$ cat config.mk
export PLATFORM = sky130hd
export DESIGN_NAME = ppmc_port_ctrl
export DESIGN_NICKNAME = d
export VERILOG_FILES = /design/src/ppmc_pkg.sv /design/src/ppmc_stream_if.sv /design/src/ppmc_pair_buf.sv /design/src/ppmc_port_ctrl.sv
export VERILOG_INCLUDE_DIRS = /design/src
export SDC_FILE = /design/constraint.sdc
export NUM_CORES = 1
export LEC_CHECK = 0
export BUFFER_PORTS_ARGS = -buffer_cell sky130_fd_sc_hd__buf_2
export CAP_MARGIN = 25
export CORE_UTILIZATION = 63
export CTS_CLUSTER_DIAMETER = 200
export CTS_CLUSTER_SIZE = 40
export DETAILED_ROUTE_END_ITERATION = 8
export GPL_ROUTABILITY_DRIVEN = 0
export PLACE_DENSITY = 0.84
export SLEW_MARGIN = 5
export SYNTH_ARGS = -nofsm -noshare
export SYNTH_HDL_FRONTEND = slang
export SYNTH_SLANG_ARGS = --single-unit
$ cat constraint.sdc
create_clock -name clk_sys -period 7.4 [get_ports clk_sys]
set_clock_uncertainty 0.15 [all_clocks]
set_input_delay 1.11 -clock clk_sys [delete_from_list [all_inputs] [get_ports clk_sys]]
set_output_delay 1.11 -clock clk_sys [all_outputs]
set_load 0.005 [all_outputs]
$ cat src/ppmc_consts.svh
// Offsets, field positions, reset values and timing counts for port control
`ifndef PPMC_CONSTS_SVH
`define PPMC_CONSTS_SVH

`define PPMC_OFS_GCTL   5'h00
`define PPMC_OFS_CTL_A  5'h06
`define PPMC_OFS_CTL_B  5'h07
`define PPMC_OFS_DDR_A  5'h02
`define PPMC_OFS_DDR_B  5'h03
`define PPMC_OFS_DATA_A 5'h08
`define PPMC_OFS_DATA_B 5'h09
`define PPMC_OFS_STAT   5'h0d

`define PPMC_MODE_HI    7
`define PPMC_MODE_LO    6
`define PPMC_SUB_HI     7
`define PPMC_SUB_LO     6
`define PPMC_FUNC_HI    5
`define PPMC_FUNC_LO    4
`define PPMC_PULSED_BIT 3
`define PPMC_GPO_BIT    2

`define PPMC_RST_REG    8'h00

`define PPMC_CLK_NS     8
`define PPMC_PULSE_NS   32
`define PPMC_PULSE_CYC  ((`PPMC_PULSE_NS + `PPMC_CLK_NS - 1) / `PPMC_CLK_NS)

`endif

$ cat src/ppmc_pkg.sv
// Types shared by the port mode control block
package ppmc_pkg;
    typedef enum logic [1:0] {
        PPMC_UNI8,
        PPMC_UNI16,
        PPMC_BID8,
        PPMC_BID16
    } ppmc_mode_e;

    typedef enum logic {
        PPMC_BUS_IDLE,
        PPMC_BUS_ACK
    } ppmc_bus_e;
endpackage

$ cat src/ppmc_stream_if.sv
// Valid/ready word carrier between the control core and its buffers
`timescale 1ns/1ns
interface ppmc_stream_if #(parameter int W = 8);
    logic         valid;
    logic         ready;
    logic [W-1:0] data;
    modport tx (output valid, output data, input ready);
    modport rx (input valid, input data, output ready);
endinterface
$ cat src/ppmc_pair_buf.sv
// Two-entry buffer with valid/ready on both sides
`timescale 1ns/1ns
module ppmc_pair_buf #(
    parameter int W = 8
) (
    input wire logic   clk_sys,
    input wire logic   sys_rst,
    ppmc_stream_if.rx  fill,
    ppmc_stream_if.tx  drain
);
    import ppmc_pkg::*;

    logic [W-1:0] mem_q [2];
    logic         wptr_q;
    logic         rptr_q;
    logic [1:0]   cnt_q;
    logic         do_push;
    logic         do_pop;

    // Honest full and empty flags
    assign fill.ready  = (cnt_q != 2'h2);
    assign drain.valid = (cnt_q != 2'h0);
    assign drain.data  = mem_q[rptr_q];
    assign do_push     = fill.valid & fill.ready;
    assign do_pop      = drain.valid & drain.ready;

    // Storage written at the write pointer
    always_ff @(posedge clk_sys) begin
        if (do_push) begin
            mem_q[wptr_q] <= fill.data;
        end
    end

    // Pointers and occupancy
    always_ff @(posedge clk_sys) begin
        if (sys_rst) begin
            wptr_q <= 1'b0;
            rptr_q <= 1'b0;
            cnt_q  <= 2'h0;
        end else begin
            if (do_push) wptr_q <= ~wptr_q;
            if (do_pop) rptr_q <= ~rptr_q;
            cnt_q <= cnt_q + {1'b0, do_push} - {1'b0, do_pop};
        end
    end
endmodule

$ cat src/ppmc_port_ctrl.sv
// Dual parallel port mode, submode and handshake pin control
`timescale 1ns/1ns
`include "ppmc_consts.svh"
module ppmc_port_ctrl #(
    parameter int PULSE_CYC = `PPMC_PULSE_CYC
) (
    input  wire logic       clk_sys,
    input  wire logic       sys_rst,
    input  wire logic [7:0] host_data_lines,
    output logic [7:0]      host_data_lines_drv,
    output logic            host_data_lines_en,
    input  wire logic [4:0] register_select_lines,
    input  wire logic       bus_read_not_write,
    input  wire logic       chip_select_n,
    output logic            xfer_ack_n,
    input  wire logic [7:0] port_a_lines,
    output logic [7:0]      port_a_lines_drv,
    output logic [7:0]      port_a_lines_en,
    input  wire logic [7:0] port_b_lines,
    output logic [7:0]      port_b_lines_drv,
    output logic [7:0]      port_b_lines_en,
    input  wire logic       port_a_strobe_pin,
    input  wire logic       port_a_aux_handshake_pin,
    output logic            port_a_aux_handshake_pin_drv,
    output logic            port_a_aux_handshake_pin_en,
    input  wire logic       port_b_strobe_pin,
    input  wire logic       port_b_aux_handshake_pin,
    output logic            port_b_aux_handshake_pin_drv,
    output logic            port_b_aux_handshake_pin_en,
    output ppmc_pkg::ppmc_mode_e port_mode
);
    import ppmc_pkg::*;

    localparam int SW = 35;
    localparam logic [3:0] PW = 4'(PULSE_CYC);

    logic [SW-1:0]   s1_q;
    logic [SW-1:0]   s2_q;
    logic [7:0]      d_s;
    logic [4:0]      rs_s;
    logic            rw_s;
    logic            cs_n_s;
    logic [1:0][7:0] pl_s;
    logic [3:0]      hs_s;
    logic [3:0]      hs_act;
    logic [3:0]      hs_prev_q;
    logic [3:0]      hs_edge;
    ppmc_bus_e       bus_q;
    logic            rd_hold_q;
    logic            acc;
    logic            wr;
    logic            rd;
    logic [7:0]      gctl_q;
    logic [1:0][7:0] ctl_q;
    logic [1:0][7:0] ddr_q;
    logic [7:0]      rdata_q;
    logic [7:0]      rmux;
    logic            wide;
    logic            bidir;
    logic [1:0]      in_role;
    logic [1:0]      out_role;
    logic [1:0]      bid_port;
    logic [1:0]      latch_ev;
    logic [1:0]      ack_ev;
    logic [1:0]      wr_data;
    logic [1:0]      pop;
    logic [1:0]      fv;
    logic [1:0]      frdy;
    logic [1:0][7:0] fd;
    logic [1:0][7:0] pin_q_w;
    logic [1:0]      pin_v_w;
    logic [1:0]      load_w;
    logic [1:0]      aux_act;
    logic [1:0]      aux_en;
    logic [1:0]      pulse_act;

    // Two-stage synchroniser on every pin input
    always_ff @(posedge clk_sys) begin
        if (sys_rst) begin
            // Handshake stages rest low, matching the edge detector
            s1_q <= {{(SW-4){1'b1}}, 4'h0};
            s2_q <= {{(SW-4){1'b1}}, 4'h0};
        end else begin
            s1_q <= {host_data_lines, register_select_lines,
                     bus_read_not_write, chip_select_n,
                     port_a_lines, port_b_lines,
                     port_b_aux_handshake_pin, port_b_strobe_pin,
                     port_a_aux_handshake_pin, port_a_strobe_pin};
            s2_q <= s1_q;
        end
    end
    assign {d_s, rs_s, rw_s, cs_n_s, pl_s[0], pl_s[1], hs_s} = s2_q;

    // Pin sense: asserted when level matches its sense bit
    assign hs_act  = hs_s ~^ gctl_q[3:0];
    // Only a pin transition counts, never a sense change or reset
    assign hs_edge = hs_act & (hs_s ^ hs_prev_q);

    // Previous pin level for edge detection
    always_ff @(posedge clk_sys) begin
        if (sys_rst) hs_prev_q <= 4'h0;
        else hs_prev_q <= hs_s;
    end

    // Host bus cycle: take access, hold acknowledge until deselect
    assign acc = (bus_q == PPMC_BUS_IDLE) & ~cs_n_s;
    assign wr  = acc & ~rw_s;
    assign rd  = acc & rw_s;
    always_ff @(posedge clk_sys) begin
        if (sys_rst) begin
            bus_q <= PPMC_BUS_IDLE;
        end else begin
            case (bus_q)
                PPMC_BUS_IDLE: if (acc) bus_q <= PPMC_BUS_ACK;
                PPMC_BUS_ACK:  if (cs_n_s) bus_q <= PPMC_BUS_IDLE;
                default:       bus_q <= PPMC_BUS_IDLE;
            endcase
        end
    end

    // Read direction remembered for the data bus drivers
    always_ff @(posedge clk_sys) begin
        if (sys_rst) rd_hold_q <= 1'b0;
        else if (acc) rd_hold_q <= rw_s;
    end
    assign xfer_ack_n          = (bus_q != PPMC_BUS_ACK);
    assign host_data_lines_en  = (bus_q == PPMC_BUS_ACK) & rd_hold_q;
    assign host_data_lines_drv = rdata_q;

    // Control register writes decoded from the select lines
    always_ff @(posedge clk_sys) begin
        if (sys_rst) begin
            gctl_q <= `PPMC_RST_REG;
            ctl_q  <= {`PPMC_RST_REG, `PPMC_RST_REG};
            ddr_q  <= {`PPMC_RST_REG, `PPMC_RST_REG};
        end else if (wr) begin
            case (rs_s)
                `PPMC_OFS_GCTL:  gctl_q   <= d_s;
                `PPMC_OFS_CTL_A: ctl_q[0] <= d_s;
                `PPMC_OFS_CTL_B: ctl_q[1] <= d_s;
                `PPMC_OFS_DDR_A: ddr_q[0] <= d_s;
                `PPMC_OFS_DDR_B: ddr_q[1] <= d_s;
                default: ;
            endcase
        end
    end
    assign wr_data[0] = wr & (rs_s == `PPMC_OFS_DATA_A);
    assign wr_data[1] = wr & (rs_s == `PPMC_OFS_DATA_B);

    // Mode decode
    assign port_mode = ppmc_mode_e'(gctl_q[`PPMC_MODE_HI:`PPMC_MODE_LO]);
    assign wide  = (port_mode == PPMC_UNI16) | (port_mode == PPMC_BID16);
    assign bidir = (port_mode == PPMC_BID8) | (port_mode == PPMC_BID16);
    assign bid_port[0] = (port_mode == PPMC_BID16);
    assign bid_port[1] = bidir;

    // Port roles from mode and submode
    always_comb begin
        in_role  = 2'b00;
        out_role = 2'b00;
        latch_ev = 2'b00;
        ack_ev   = 2'b00;
        case (port_mode)
            PPMC_UNI8: begin
                for (int i = 0; i < 2; i++) begin
                    in_role[i]  = (ctl_q[i][7:6] == 2'b00);
                    out_role[i] = (ctl_q[i][7:6] == 2'b01);
                    latch_ev[i] = hs_edge[2*i] & in_role[i];
                    ack_ev[i]   = hs_edge[2*i] & out_role[i];
                end
            end
            PPMC_UNI16: begin
                // Port A submode ignored; it follows port B
                in_role  = {2{~ctl_q[1][`PPMC_SUB_LO]}};
                out_role = {2{ctl_q[1][`PPMC_SUB_LO]}};
                latch_ev = {2{hs_edge[2]}} & in_role;
                ack_ev   = {2{hs_edge[2]}} & out_role;
            end
            default: begin
                // Submodes ignored in both bidirectional modes
                in_role  = bid_port;
                out_role = bid_port;
                latch_ev = {2{hs_edge[2]}} & bid_port;
                ack_ev   = {2{hs_edge[0]}} & bid_port;
            end
        endcase
    end

    // Reading a latched data register drains the buffer
    assign pop[0] = rd & in_role[0] & ((rs_s == `PPMC_OFS_DATA_A) & ~wide
                    | (rs_s == `PPMC_OFS_DATA_B) & wide);
    assign pop[1] = rd & in_role[1] & (rs_s == `PPMC_OFS_DATA_B);

    genvar g;
    generate
        for (g = 0; g < 2; g++) begin : g_port
            ppmc_stream_if #(.W(8)) fill_if ();
            ppmc_stream_if #(.W(8)) drain_if ();
            logic [7:0] pend_q;
            logic       pend_v_q;
            logic [7:0] pin_q;
            logic       pin_v_q;
            logic       load;

            // Double-buffered input: strobe latches the pins
            assign fill_if.valid  = latch_ev[g];
            assign fill_if.data   = pl_s[g];
            assign drain_if.ready = pop[g];
            assign fv[g]   = drain_if.valid;
            assign fd[g]   = drain_if.data;
            assign frdy[g] = fill_if.ready;

            ppmc_pair_buf #(.W(8)) u_buf (
                .clk_sys (clk_sys),
                .sys_rst (sys_rst),
                .fill    (fill_if),
                .drain   (drain_if)
            );

            // Output path: pending word moves out when the pins are free
            assign load = out_role[g] & pend_v_q & (~pin_v_q | ack_ev[g]);
            always_ff @(posedge clk_sys) begin
                if (sys_rst) begin
                    pend_q   <= 8'h00;
                    pend_v_q <= 1'b0;
                    pin_q    <= 8'h00;
                    pin_v_q  <= 1'b0;
                end else if (!out_role[g]) begin
                    // Single-buffered output writes the pins directly
                    pend_v_q <= 1'b0;
                    pin_v_q  <= 1'b0;
                    if (wr_data[g]) pin_q <= d_s;
                end else begin
                    if (wr_data[g]) pend_q <= d_s;
                    if (wr_data[g]) pend_v_q <= 1'b1;
                    else if (load) pend_v_q <= 1'b0;
                    if (load) begin
                        pin_q   <= pend_q;
                        pin_v_q <= 1'b1;
                    end else if (ack_ev[g]) begin
                        pin_v_q <= 1'b0;
                    end
                end
            end
            assign pin_q_w[g] = pin_q;
            assign pin_v_w[g] = pin_v_q;
            assign load_w[g]  = load;
        end
    endgenerate

    // Port pin drivers: bidirectional ports follow the port A strobe
    assign port_a_lines_drv = pin_q_w[0];
    assign port_b_lines_drv = pin_q_w[1];
    assign port_a_lines_en  = bid_port[0] ? {8{hs_act[0]}} : ddr_q[0];
    assign port_b_lines_en  = bid_port[1] ? {8{hs_act[0]}} : ddr_q[1];

    // Auxiliary handshake pins
    generate
        for (g = 0; g < 2; g++) begin : g_aux
            logic [3:0] pcnt_q;
            logic       hs_ok;
            logic       is_out;
            logic       own;
            logic       lvl;
            logic       trig;
            logic [1:0] fn;

            // Handshake allowed only where the mode gives the pin a partner
            assign own = (port_mode == PPMC_UNI8) ? 1'(g) : 1'b1;
            assign hs_ok = bidir | (port_mode == PPMC_UNI8)
                           & ~ctl_q[g][`PPMC_SUB_HI]
                           | (port_mode == PPMC_UNI16) & (g == 1);
            assign is_out = bidir ? (g == 0) : out_role[own];
            assign fn = ctl_q[g][`PPMC_FUNC_HI:`PPMC_FUNC_LO];
            assign lvl = is_out ? pin_v_w[own] : frdy[own];
            assign trig = is_out ? load_w[own] : latch_ev[own];

            // Pulsed protocol: fixed pulse after each transfer
            always_ff @(posedge clk_sys) begin
                if (sys_rst) pcnt_q <= 4'h0;
                else if (trig) pcnt_q <= PW;
                else if (pcnt_q != 4'h0) pcnt_q <= pcnt_q - 4'h1;
            end
            assign pulse_act[g] = (pcnt_q != 4'h0);

            always_comb begin
                aux_act[g] = ctl_q[g][`PPMC_GPO_BIT];
                aux_en[g]  = 1'b0;
                if (hs_ok & (bidir | fn[1])) begin
                    aux_en[g] = 1'b1;
                    // Interlocked unless the pulsed bit is set
                    aux_act[g] = ctl_q[g][`PPMC_PULSED_BIT] ? pulse_act[g]
                                 : lvl;
                end else if (fn == 2'b01) begin
                    aux_en[g] = 1'b1;
                end
            end
        end
    endgenerate
    assign port_a_aux_handshake_pin_drv = aux_act[0] ~^ gctl_q[1];
    assign port_b_aux_handshake_pin_drv = aux_act[1] ~^ gctl_q[3];
    assign port_a_aux_handshake_pin_en  = aux_en[0];
    assign port_b_aux_handshake_pin_en  = aux_en[1];

    // Register read multiplexer
    always_comb begin
        rmux = 8'h00;
        case (rs_s)
            `PPMC_OFS_GCTL:  rmux = gctl_q;
            `PPMC_OFS_CTL_A: rmux = ctl_q[0];
            `PPMC_OFS_CTL_B: rmux = ctl_q[1];
            `PPMC_OFS_DDR_A: rmux = ddr_q[0];
            `PPMC_OFS_DDR_B: rmux = ddr_q[1];
            `PPMC_OFS_DATA_A: rmux = (in_role[0] & fv[0]) ? fd[0]
                              : (ddr_q[0] & pin_q_w[0] | ~ddr_q[0] & pl_s[0]);
            `PPMC_OFS_DATA_B: rmux = (in_role[1] & fv[1]) ? fd[1]
                              : (ddr_q[1] & pin_q_w[1] | ~ddr_q[1] & pl_s[1]);
            `PPMC_OFS_STAT:  rmux = {pin_v_w, fv, hs_s};
            default: rmux = 8'h00;
        endcase
    end
    always_ff @(posedge clk_sys) begin
        if (sys_rst) rdata_q <= 8'h00;
        else if (rd) rdata_q <= rmux;
    end

    logic pend_v_w0;
    logic trig_a;
    assign pend_v_w0 = g_port[0].pend_v_q;
    assign trig_a    = g_aux[0].trig;
endmodule

## Yosys cells after proc, flatten, opt, wreduce, memory -nomap -nowiden

Memory sizes are Yosys's and may differ from the RTL's. A register that Yosys moved wholly into a read port is not among the register bits.
Index checks and enable logic that the tools add are counted.

- Add/sub/neg operators: 6
- Magnitude comparators: 1
- Eq/ne operators: 18
- Multiplexer cells: 63
- Bitwise logic cells: 72
- Reduce and logical (&&, ||, !) cells: 29

Operator list:

| cell | count |
|---|---|
| 2-to-1 mux 8 bit | 10 |
| case mux 8 bit (8 select lines) | 1 |
| 2-to-1 mux 1 bit | 43 |
| bitwise AND 8 bit | 4 |
| bitwise AND 1 bit | 30 |
| nonzero test 2 bit | 10 |
| AND reduction 2 bit | 9 |
| NOT 8 bit | 2 |
| bitwise OR 8 bit | 2 |
| case mux 2 bit (2 select lines) | 4 |
| equality test 5 x 4 -> 1 bit (second input constant) | 3 |
| NOT 1 bit | 15 |
| 2-to-1 mux 3 bit | 4 |
| equality test 2 x 1 -> 1 bit (second input constant) | 5 |
| equality test 5 x 2 -> 1 bit (second input constant) | 2 |
| equality test 5 x 3 -> 1 bit (second input constant) | 2 |
| bitwise OR 1 bit | 10 |
| bitwise AND 2 bit | 4 |
| nonzero test 4 bit | 2 |
| OR reduction 2 bit | 4 |
| subtractor 4 x 1 -> 4 bit (second input constant) | 2 |
| logical NOT 2 bit | 3 |
| logical NOT 5 bit | 1 |
| adder 2 x 1 -> 2 bit | 2 |
| 10 further kinds | 15 |

- Register bits: 175
- RAM bits: 32
- Input port bits: 37
- Logic and storage cells: 220
- Memories: 2

Memory list:

| memory | depth | bits a word | read ports | clocked after Yosys merged registers in | wr ports | RTL line | text |
|---|---|---|---|---|---|---|---|
| g_port[0].u_buf.mem_q | 2 | 8 | 1 | 1 | 1 | ppmc_pair_buf.sv:13 | `logic [W-1:0] mem_q [2];` |
| g_port[1].u_buf.mem_q | 2 | 8 | 1 | 1 | 1 | ppmc_pair_buf.sv:13 |  |

## Depth between registers and ports, before layout

Gate-level depths: netlist of run 1.

- Depth after elaboration: 10
- Depth in mapped cells: 11

## By module

Synthesis of run 1 repeated with hierarchy kept, for this count alone.

- Cell total of the unflattened synthesis: 876
- Area, all modules: 8729.6 um^2

Modules (own cells, without submodules):

| module | instances | cells each | area each (um^2) | seq. area each (um^2) |
|---|---|---|---|---|
| ppmc_port_ctrl | 1 | 778 | 7103.1 | 3323.2 |
| ppmc_pair_buf | 2 | 49 | 813.3 | 580.6 |

## Worst setup path after synthesis of run 1

OpenSTA, ideal clock, no wires.

- Kind: reg2out
- From: register gctl_q[6]
- To: output port port_a_aux_handshake_pin_drv
- Data arrival time: 1.537 ns
- Path slack: 4.603 ns
- Stages on the path, launching flop included: 8
- Buffers on the path: 2
- Path through: dfxtp_1 -> buf_2 -> clkbuf_1 -> nor2_1 -> mux2_2 -> o211ai_1 -> a22oi_1 -> xor2_1

- Longest elaborated chain between the ends: 10

RTL lines:

| item | RTL line | text |
|---|---|---|
| start, declared | ppmc_port_ctrl.sv:53 | `logic [7:0] gctl_q;` |
| start signal, assigned | ppmc_port_ctrl.sv:133 | `` gctl_q <= `PPMC_RST_REG; `` |
| start signal, assigned | ppmc_port_ctrl.sv:138 | `` `PPMC_OFS_GCTL: gctl_q <= d_s; `` |
| equality test 2 bit, on equally long branches | ppmc_port_ctrl.sv:153, ppmc_port_ctrl.sv:154 |  |
| bitwise OR 1 bit | ppmc_port_ctrl.sv:153 | `assign bidir = (port_mode == PPMC_BID8) \| (port_mode == PPMC_BID16);` |
| case mux 2 bit (2 select lines) | ppmc_port_ctrl.sv:163 | `case (port_mode)` |
| 2-to-1 mux 1 bit (not written as such) (2 in series) | ppmc_port_ctrl.sv:273 | `assign is_out = bidir ? (g == 0) : out_role[own];` |
| 2-to-1 mux 1 bit | ppmc_port_ctrl.sv:273 |  |
| 2-to-1 mux 1 bit | ppmc_port_ctrl.sv:275 | `assign lvl = is_out ? pin_v_w[own] : frdy[own];` |
| 2-to-1 mux 1 bit | ppmc_port_ctrl.sv:292 | `` aux_act[g] = ctl_q[g][`PPMC_PULSED_BIT] ? pulse_act[g] `` |
| 2-to-1 mux 1 bit * | ppmc_port_ctrl.sv:289 | `if (hs_ok & (bidir \| fn[1])) begin` |
| bitwise XNOR 1 bit * | ppmc_port_ctrl.sv:300 | `assign port_a_aux_handshake_pin_drv = aux_act[0] ~^ gctl_q[1];` |
| end, declared | ppmc_port_ctrl.sv:24 | `output logic port_a_aux_handshake_pin_drv,` |

Mark *: on every way between the ends. The rest lies on a longest branch, timed or not. The select of a mux whose other input is x is not followed.

## Final worst setup path of run 1

- From: register gctl_q[7]
- To: output port port_a_lines_en[1]

- Longest elaborated chain between the ends: 2

RTL lines:

| item | RTL line | text |
|---|---|---|
| equality test 2 bit | ppmc_port_ctrl.sv:154 | `assign bid_port[0] = (port_mode == PPMC_BID16);` |
| 2-to-1 mux 8 bit | ppmc_port_ctrl.sv:254 | `assign port_a_lines_en = bid_port[0] ? {8{hs_act[0]}} : ddr_q[0];` |
| end, declared | ppmc_port_ctrl.sv:18 | `output logic [7:0] port_a_lines_en,` |

No other way between the ends.

==> run metrics, run 1 <==
most frequent cells in the layout=dfxtp_1 (176), nand2_1 (108), buf_2 (83); CP cell instances=nand2_1, nor2_1, a21o_1, buf_2; top sig layer=met4; Worst-Margin Slew=between 0.9 and 1 ns; Die Y=between 100 and 150 um; RSZ-0062 raised after global routing=false; Remaining DRCs=0; Reg area=4480 sq um; total detailed-routing wirelength=approximately 21000 um; layout cell share with drive strength beyond 1=0.200; Root Driver=clkbuf_16; CP endpoint kind=primary output; CTS tree=yes; top_reg_cell synth=dfxtp_1; r2r endpoint=g_port[1].u_buf.cnt_q[1]$_SDFF_PP0_; Clk pin slew, worst setup/hold paths=approximately 0.14 ns; postcts setup bufs=0; 1st-iter DRT viols=~880; starting density of the core=0.655; CTS max path bufs=3; Worst-Skew Late Latency=~0.48 ns; Crit path largest cell delay=between 0.9 and 1 ns; area occupied by multi-input gates=3920 sq um; gr ovfl total=0; post-synthesis to final-layout area growth=8.20%; Vias=approximately 6900; met3 WL post-DR=about 2000 um; Vias/cell=roughly 6; share of the synthesized area in the top cell type=0.402; cell taking the most area after synthesis=dfxtp_1; Met2 Wirelength=9570 um; Cells after Synth=between 900 and 1000; Design Area, Final=about 9500 sq um; gr usage total=0.295; initial antenna violation count=0; Worst Hold Launch=s1_q[34]$_SDFF_PP1_; Die Area=approximately 14000 sq um; Met1 Routed Length=~8600 um; port bufs=84; largest net degree at the start of global routing=100; H-tree levels=1; first-pass GRT wire length=around 33000 um; worst r2r src=s2_q[22]$_SDFF_PP1_; Arrival @ worst endpoint=about 2.7 ns; status=finished clean; core box area=roughly 13000 sq um; Leakage=approximately 0.0036 uW; Crit-path slowest cell=dfxtp_1; FF-to-FF path depth=9; CP Launch Type=flop; crit path kind=flop to primary output; Synth Register Bits=208; CTS Hold Bufs=0; CP top delay family=simple AND/OR/NAND/NOR gates; Max-Cap Viols=0; Hold Crit Depth=1; number of fill cells=between 1000 and 1500; # resized after CTS=0; sequential fraction of the synthesis area=0.511; vias in the first global route=around 6100; library cells used by synthesis=67; Die X=120 um; top cells by area, synth=dfxtp_1 (40%), edfxtp_1 (11%), nand2_1 (4.6%); Hold Fails Final Rpt=0; Worst VDD drop=about 0.18 mV; Worst Path Required=6.14 ns; Min-Delay Endpoint=s2_q[34]$_SDFF_PP1_; PD cells=around 200 nW/um^2; Peak Freq=between 200 and 300 MHz; number of synthesized flops with an enable pin=32; fin crit share=0.531; CTS Buf Count=9; Mapped Nets=approximately 960; final setup fails=0; WP buf/inv=1; Final Max Tran Viols=0; Slew HR=0.367; clock sinks=around 210; final period demand of the worst path=roughly 3.9 ns; Site Rows=42; CP max FO=27; post-synthesis average cell area=slightly below 10 sq um; 1st-pass router iterations=6; yosys warns=0; r2r setup slk=around 4 ns; dpl hpwl=14900 um; Routed WL per cell=18.7 um; Post-DP Area=between 9000 and 10000 sq um; Worst Hold Class=flop to flop; DP Worst Slack=about 4.1 ns; most common cell after layout, fill and taps aside=dfxtp_1; Post-Syn Area=about 8800 sq um; final antenna-violating net count=0; ANT cells=0; nets@finish=between 900 and 1000; I/O Pins=85; Setup WS post-layout=about 3.5 ns; setup tns final=0 ns; ys async rst share=0
[synthesized netlist by cell type (3+ instances only)]
master and count:
buf_1 3, nand4_1 4, or2_2 64, buf_4 3, o211ai_1 5, a22oi_1 7, nor3_1 13, edfxtp_1 32
o31a_1 10, o21ai_0 15, a21oi_1 68, mux2_4 8, nor2b_1 43, inv_1 32, a222oi_1 5, a21o_1 10
nand2_1 108, xor2_1 3, o31ai_1 8, nand2b_1 5, nor2_1 39, clkbuf_1 46, a221oi_1 8, and2_1 6
a32oi_1 6, ha_1 6, nand3_1 33, buf_2 9, or3_1 12, nor4_1 4, mux2i_1 34, xnor2_1 9
a211oi_1 37, nor3b_1 3, dfxtp_1 176
[layout make-up]
| cell class | instances | area share |
|---|---|---|
| timing repair buffer | 91 | 0.0507 |
| tap | 176 | 0.0232 |
| multi-input combinational | 611 | 0.413 |
| clock inverter | 1 | 0.00316 |
| sequential | 208 | 0.472 |
| clock buffer | 12 | 0.0249 |
| inverter | 33 | 0.0130 |
[sequential cells by signal, indices dropped and copies added (netlist names), 2 cells and up, named ones only]
| name | count |
|---|---|
| s1_q | 35 |
| s2_q | 35 |
| g_port.u_buf.mem_q | 32 |
| ctl_q | 16 |
| ddr_q | 16 |
| g_port.pend_q | 16 |
| g_aux.pcnt_q | 8 |
| gctl_q | 8 |
| host_data_lines_drv | 8 |
| port_a_lines_drv | 8 |
| port_b_lines_drv | 8 |
| g_port.u_buf.cnt_q | 4 |
| g_port.pend_v_q | 2 |
| g_port.pin_v_q | 2 |
| g_port.u_buf.rptr_q | 2 |
| g_port.u_buf.wptr_q | 2 |
| hs_prev_q | 2 |
[where the power goes]
| group | internal, uW | switching (uW) | leakage (uW) | total [uW] |
|---|---|---|---|---|
| clock network | 236 | 344 | 0.000126 | 580 |
| registers | 1180 | 31.3 | 0.00171 | 1210 |
| logic | 69.1 | 79.5 | 0.00174 | 149 |
[layer usage]
metal / global-route usage / up-vias
met1: 0.407 / 3200
met4: 0.122 / 0
li1: - / 3267
met5: 0 / -
met3: 0.0428 / 79
met2: 0.464 / 369
[worst max path at each step]
stage / cells past startpoint / from / to
finish: 4 / gctl_q[7]$_SDFFE_PP0P_ / port_a_lines_en[1]
global route: 4 / gctl_q[7]$_SDFFE_PP0P_ / port_a_lines_en[5]
CTS: 4 / gctl_q[7]$_SDFFE_PP0P_ / port_a_lines_en[1]
detailed placement: 4 / gctl_q[7]$_SDFFE_PP0P_ / port_a_lines_en[1]
global placement: 6 / gctl_q[7]$_SDFFE_PP0P_ / port_a_aux_handshake_pin_drv
floorplan: 7 / gctl_q[6]$_SDFFE_PP0P_ / port_a_aux_handshake_pin_drv
[cells by family (layout without fill, tap and decap cells)]
family,count (synthesis),count (layout),share of synthesized area
multiplexers,45,45,0.0576
buffers and inverters,95,137,0.0441
adder cells (fa/ha/maj),6,6,0.00856
AO/OA/AOI/OAI,195,195,0.154
flip-flops,208,208,0.511
AND/OR/NAND/NOR,353,353,0.213
XOR/XNOR,12,12,0.0120
[stage by stage]
| step | util | power (uW) | hold slack [ns] | cells |
|---|---|---|---|---|
| 2_1_floorplan | - | 1350 | 0.239 | 914 |
| 3_5_place_dp | 0.687 | 1390 | 0.242 | 1117 |
| 4_1_cts | 0.707 | 1950 | 0.215 | 1130 |
| 3_3_place_gp | 0.687 | 1380 | 0.241 | 1117 |
| 5_1_grt | 0.708 | 2020 | 0.209 | 1132 |
| 6_report | 0.708 | 1940 | 0.213 | 1132 |
No activity file was read; power rests on OpenSTA's default activity.
==> run 2, diff against run 1 <==
Settings changed: CORE_UTILIZATION 63 to 59, PLACE_DENSITY 0.84 to 0.8.
Clock period 7.4 ns to 3.64 ns, I/O delays scaled along.
==> run 2 against run 1 <==
Compared with the run above:
- power is 100% higher
- via count is 1.3% lower
- clock power is 100% higher
- register-to-register slack worse by 3.5 ns
- largest cell class unchanged
- sequential power is 100% higher
- core utilization is 5.1 points lower
- sequential share of layout area is 0.27 points lower
- combinational power is 100% higher
- hold slack worse by 0.13 ns
- worst setup slack worse by 3.0 ns
- largest power group unchanged
- die area is 6.7% higher
==> run metrics, run 2 (same netlist as run 1, synthesis figures left out) <==
fin crit share=0.857; vias in the first global route=6000; Vias=just under 7000; ANT cells=0; gr usage total=0.280; initial antenna violation count=0; nets@finish=between 1000 and 1500; Clk pin slew, worst setup/hold paths=0.14 ns; RSZ-0062 raised after global routing=false; CP Launch Type=flop; Root Driver=clkbuf_16; CP max FO=16; largest net degree at the start of global routing=79; Site Rows=44; gr ovfl total=0; Arrival @ worst endpoint=~2.4 ns; Leakage=roughly 0.0036 uW; final setup fails=0; Worst Hold Launch=port_a_lines[2]; first-pass GRT wire length=32600 um; Final Max Tran Viols=0; Psw=around 900 uW; final antenna-violating net count=0; Top Registers=s1_q x35, s2_q x35, g_port.u_buf.mem_q x32; dpl hpwl=roughly 15000 um; core box area=14500 sq um; CTS max path bufs=3; starting density of the core=0.604; status=finished clean; CTS tree=yes; I/O Pins=between 80 and 90; clock power share=0.298; PD cells=between 400 and 500 nW/um^2; Worst Path Required=approximately 2.9 ns; Vias/cell=5.95; crit path kind=flop to primary output; critical path startpoint=gctl_q[7]$_SDFFE_PP0P_; most frequent cells in the layout=dfxtp_1 (176), nand2_1 (108), buf_2 (83); Worst VDD drop=0.503 mV; CTS Hold Bufs=0; CP endpoint kind=primary output; worst r2r src=s2_q[22]$_SDFF_PP1_; H-tree levels=1; CTS Buf Count=9; layout cell share with drive strength beyond 1=0.205; Peak Freq=~320 MHz; Int Power=3030 uW; Die Area=15400 sq um; 1st-iter DRT viols=852; Remaining DRCs=0; post-synthesis to final-layout area growth=8.83%; Worst-Skew Late Latency=between 0.4 and 0.5 ns; Worst-Margin Slew=just under 1 ns; most common cell after layout, fill and taps aside=dfxtp_1; Sw Ratio=0.233; total detailed-routing wirelength=about 21000 um; Die X=~120 um; combinational share of power=0.077; postcts setup bufs=0; r2r setup slk=between 0.6 and 0.7 ns; Die Y=124 um; register share of total power=0.625; Slew HR=0.341; port bufs=84; # resized after CTS=0; Worst Hold Class=input port to flop; setup tns final=0 ns; Max-Cap Viols=0; Hold Fails Final Rpt=0; Final Power=roughly 4000 uW; final period demand of the worst path=between 3 and 4 ns; 1st-pass router iterations=7; Routed WL per cell=18.6 um; clock sinks=208
==> run 2: changes by cell type in the layout (fill, tap and decap cells not counted) <==
cell,previous run,this run
buf_12,0,1
buf_4,7,14
clkbuf_8,1,0
nor3_1,12,13
nor3_2,1,0
nor4b_2,1,2
nor4b_4,1,0
==> run 2: critical path, stage by stage, from the launching register on <==
cell and delay (ns):
dfxtp_1 0.67, buf_4 0.28, nor2_1 0.10, mux2_2 0.30
o211ai_1 0.17, a22oi_1 0.10, xor2_1 0.18, buf_2 0.14
==> run 2: power groups by stage <==
stage                     combinational [uW]  clock, uW  sequential, uW
final                                    304       1180            2470
after CTS                                304       1190            2470
after floorplan                          251          0            2490
after global routing                     346       1270            2480
after global placement                   295          0            2510
after detailed placement                 302          0            2520
==> run 2: cell type report <==
class                           instances  area (sq um)
Clock inverter                          1          30.0
Sequential cell                       208          4480
Inverter                               33           124
Clock buffer                           12           236
Tap cell                              184           230
Multi-Input combinational cell        611          3900
Fill cell                            1209          4980
Timing Repair Buffer                   98           541
==> run 2: final timing paths <==
kind,to,cells past startpoint
worst min register to register,s2_q[32]$_SDFF_PP1_,1
worst min-delay path,s1_q[14]$_SDFF_PP1_,2
worst max-delay path,port_a_aux_handshake_pin_drv,7
worst max register to register,g_port[1].u_buf.cnt_q[1]$_SDFF_PP0_,10
==> run 2: routing by layer <==
metal	part of all wire	GRT usage	vias to the layer above
li1	-	-	3284
met1	0.42	0.386	3161
met2	0.46	0.455	325
met3	0.086	0.0348	53
met4	0.033	0.0952	0
met5	0	0	-
==> run 2: stage by stage <==
| stage | util | hold WS (ns) | std cells | cell area [sq um] | setup WS [ns] |
|---|---|---|---|---|---|
| finish | 0.657 | 0.0856 | 1147 | 9550 | 0.520 |
| global route | 0.657 | 0.0789 | 1147 | 9550 | 0.381 |
| CTS | 0.657 | 0.0837 | 1147 | 9550 | 0.567 |
| detailed placement | 0.639 | 0.243 | 1134 | 9280 | 0.784 |
| global placement | 0.639 | 0.241 | 1134 | 9280 | 0.963 |
| floorplan | - | 0.239 | 914 | 8770 | 1.22 |
==> run 3, diff against run 2 <==
--- a/config.mk
+++ b/config.mk
@@ -8,2 +8,3 @@
 export LEC_CHECK = 0
+export ABC_AREA = 1
 export BUFFER_PORTS_ARGS = -buffer_cell sky130_fd_sc_hd__buf_2
--- a/constraint.sdc
+++ b/constraint.sdc
@@ -4,2 +4,2 @@
 set_output_delay 0.546 -clock clk_sys [all_outputs]
-set_load 0.005 [all_outputs]
+set_load 0.05 [all_outputs]
==> run 3 against run 2 <==
Compared with the run above:
- synthesized cell count is 19% higher
- worst setup slack worse by 0.010 ns
- sequential power hardly changed
- cell area is 1.4% lower
- power is 1.2% higher
- synthesized area is 1.5% lower
- combinational power is 20% higher
- clock power hardly changed
- non-clock buffer count is 7 lower
- critical path type unchanged
- highest routed layer unchanged
==> run metrics, run 3 <==
ys async rst share=0; Clk pin slew, worst setup/hold paths=~0.14 ns; top_reg_cell synth=dfxtp_1; dpl hpwl=between 15000 and 20000 um; most frequent cells in the layout=nand2_1 (221), dfxtp_1 (176), inv_1 (105); Arrival @ worst endpoint=2.43 ns; Vias=about 7400; Slew HR=0.389; Site Rows=between 40 and 50; Routed WL per cell=about 16 um; Worst Path Required=around 2.9 ns; largest net degree at the start of global routing=between 100 and 150; post-synthesis average cell area=7.95 sq um; RSZ-0062 raised after global routing=false; final setup fails=0; Synth Register Bits=208; Leakage=just under 0.004 uW; cell taking the most area after synthesis=dfxtp_1; Worst-Margin Slew=~0.91 ns; Root Driver=clkbuf_16; crit path kind=flop to primary output; PD cells=425 nW/um^2; Worst Hold Class=input port to flop; vias in the first global route=between 6000 and 7000; smallest hold slack=between 0.08 and 0.09 ns; CP endpoint kind=primary output; status=finished clean; postcts setup bufs=0; Vias/cell=approximately 5.6; gr usage total=0.289; nets@finish=roughly 1200; top cells by area, synth=dfxtp_1 (41%), edfxtp_1 (11%), nand2_1 (9.6%); CTS max path bufs=3; Mapped Nets=1131; Hold Fails Final Rpt=0; I/O Pins=85; final period demand of the worst path=3.13 ns; CTS tree=yes; Worst-Skew Late Latency=0.47 ns; Top Registers=s1_q x35, s2_q x35, g_port.u_buf.mem_q x32; core box area=approximately 14000 sq um; Worst VDD drop=around 0.37 mV; starting density of the core=0.613; most frequent cells after synthesis=nand2_1 (221), dfxtp_1 (176), inv_1 (105); 1st-pass router iterations=8; library cells used by synthesis=30; port bufs=84; gr ovfl total=0; count leader, synth=nand2_1; layout cell share with drive strength beyond 1=0.173; total detailed-routing wirelength=21100 um; Die X=about 120 um; H-tree levels=1; number of synthesized flops with an enable pin=32; ANT cells=0; fin crit share=0.860; Final Power=approximately 4000 uW; share of the synthesized area in the top cell type=0.408; yosys warns=0; CTS Hold Bufs=0; Die Y=approximately 120 um; post-synthesis to final-layout area growth=8.87%; setup tns final=0 ns; final antenna-violating net count=0; Die Area=between 15000 and 20000 sq um; clock sinks=208; first-pass GRT wire length=about 33000 um; Remaining DRCs=0; sequential fraction of the synthesis area=0.519; Peak Freq=319 MHz; 1st-iter DRT viols=about 850; initial antenna violation count=0; CP max FO=10; Final Max Tran Viols=0; most common cell after layout, fill and taps aside=nand2_1; Max-Cap Viols=0; # resized after CTS=0; CP Launch Type=flop; Cells after Synth=roughly 1100; CTS Buf Count=9; Post-Syn Area=8650 sq um
-- run 3: cell types whose count changed after synthesis, sizes merged, moves of 11 or more --
cell	previous run	this run
a211oi	38	0
a21oi	68	93
clkbuf	46	27
inv	32	114
mux2i	34	0
nand2	108	234
nand3	33	79
nand4	4	46
nor2	40	78
nor2b	43	0
nor3	15	4
o21ai	16	106
or3	12	0
-- run 3: cells by family after synthesis --
family,share of synthesized area
AND/OR/NAND/NOR,0.275
flip-flops,0.519
AO/OA/AOI/OAI,0.121
buffers and inverters,0.0726
adder cells (fa/ha/maj),0.00868
XOR/XNOR,0.00405
-- run 3: per-stage QoR --
step           instances  worst slack [ns]  utilization  instance area, sq um
6_report            1327             0.510        0.668                  9410
5_1_grt             1327             0.296        0.668                  9410
4_1_cts             1327             0.539        0.668                  9410
3_5_place_dp        1316             0.956        0.649                  9150
3_3_place_gp        1316              1.07        0.649                  9150
2_1_floorplan       1088              1.04            -                  8650
-- run 3: critical path, cell delays in order, from the launching register on --
cell and delay, ns:
dfxtp_1 0.57, inv_1 0.17, nand2_1 0.17, nand2_1 0.07, o21ai_0 0.08, nand2_1 0.06, o21ai_0 0.08, inv_1 0.07
o21ai_0 0.20, nand3b_1 0.11, nand2_1 0.11, buf_2 0.27
-- run 3: layout make-up --
class	count	area [sq um]
multi-input cells	721	3530
clock inverters	1	30.0
clock buffers	10	229
flip-flops and latches	208	4480
repair buffers	91	475
well taps	180	225
fillers	1231	4680
inverters	116	435
-- run 3: layer usage --
metal	vias to the layer above	part of all wire	track usage
met4	0	0.034	0.102
met5	-	0	0
met2	324	0.45	0.462
li1	3671	-	-
met1	3330	0.44	0.407
met3	60	0.076	0.0291
-- run 3: final timing paths --
| path | start | slack, ns | depth (start not counted) | to |
|---|---|---|---|---|
| setup / recovery | gctl_q[6]$_SDFFE_PP0P_ | 0.51 | 11 | port_a_aux_handshake_pin_drv |
| hold / removal | port_b_lines[3] | 0.09 | 2 | s1_q[7]$_SDFF_PP1_ |
| setup reg to reg | gctl_q[6]$_SDFFE_PP0P_ | 0.87 | 13 | g_port[0].u_buf.cnt_q[1]$_SDFF_PP0_ |
| hold reg to reg | s1_q[1]$_SDFF_PP0_ | 0.25 | 2 | s2_q[1]$_SDFF_PP0_ |
-- run 3: power breakdown --
part           internal [uW]  switching, uW  total, uW
clock network            471            689       1160
registers               2410           60.7       2480
logic                    138            226        364
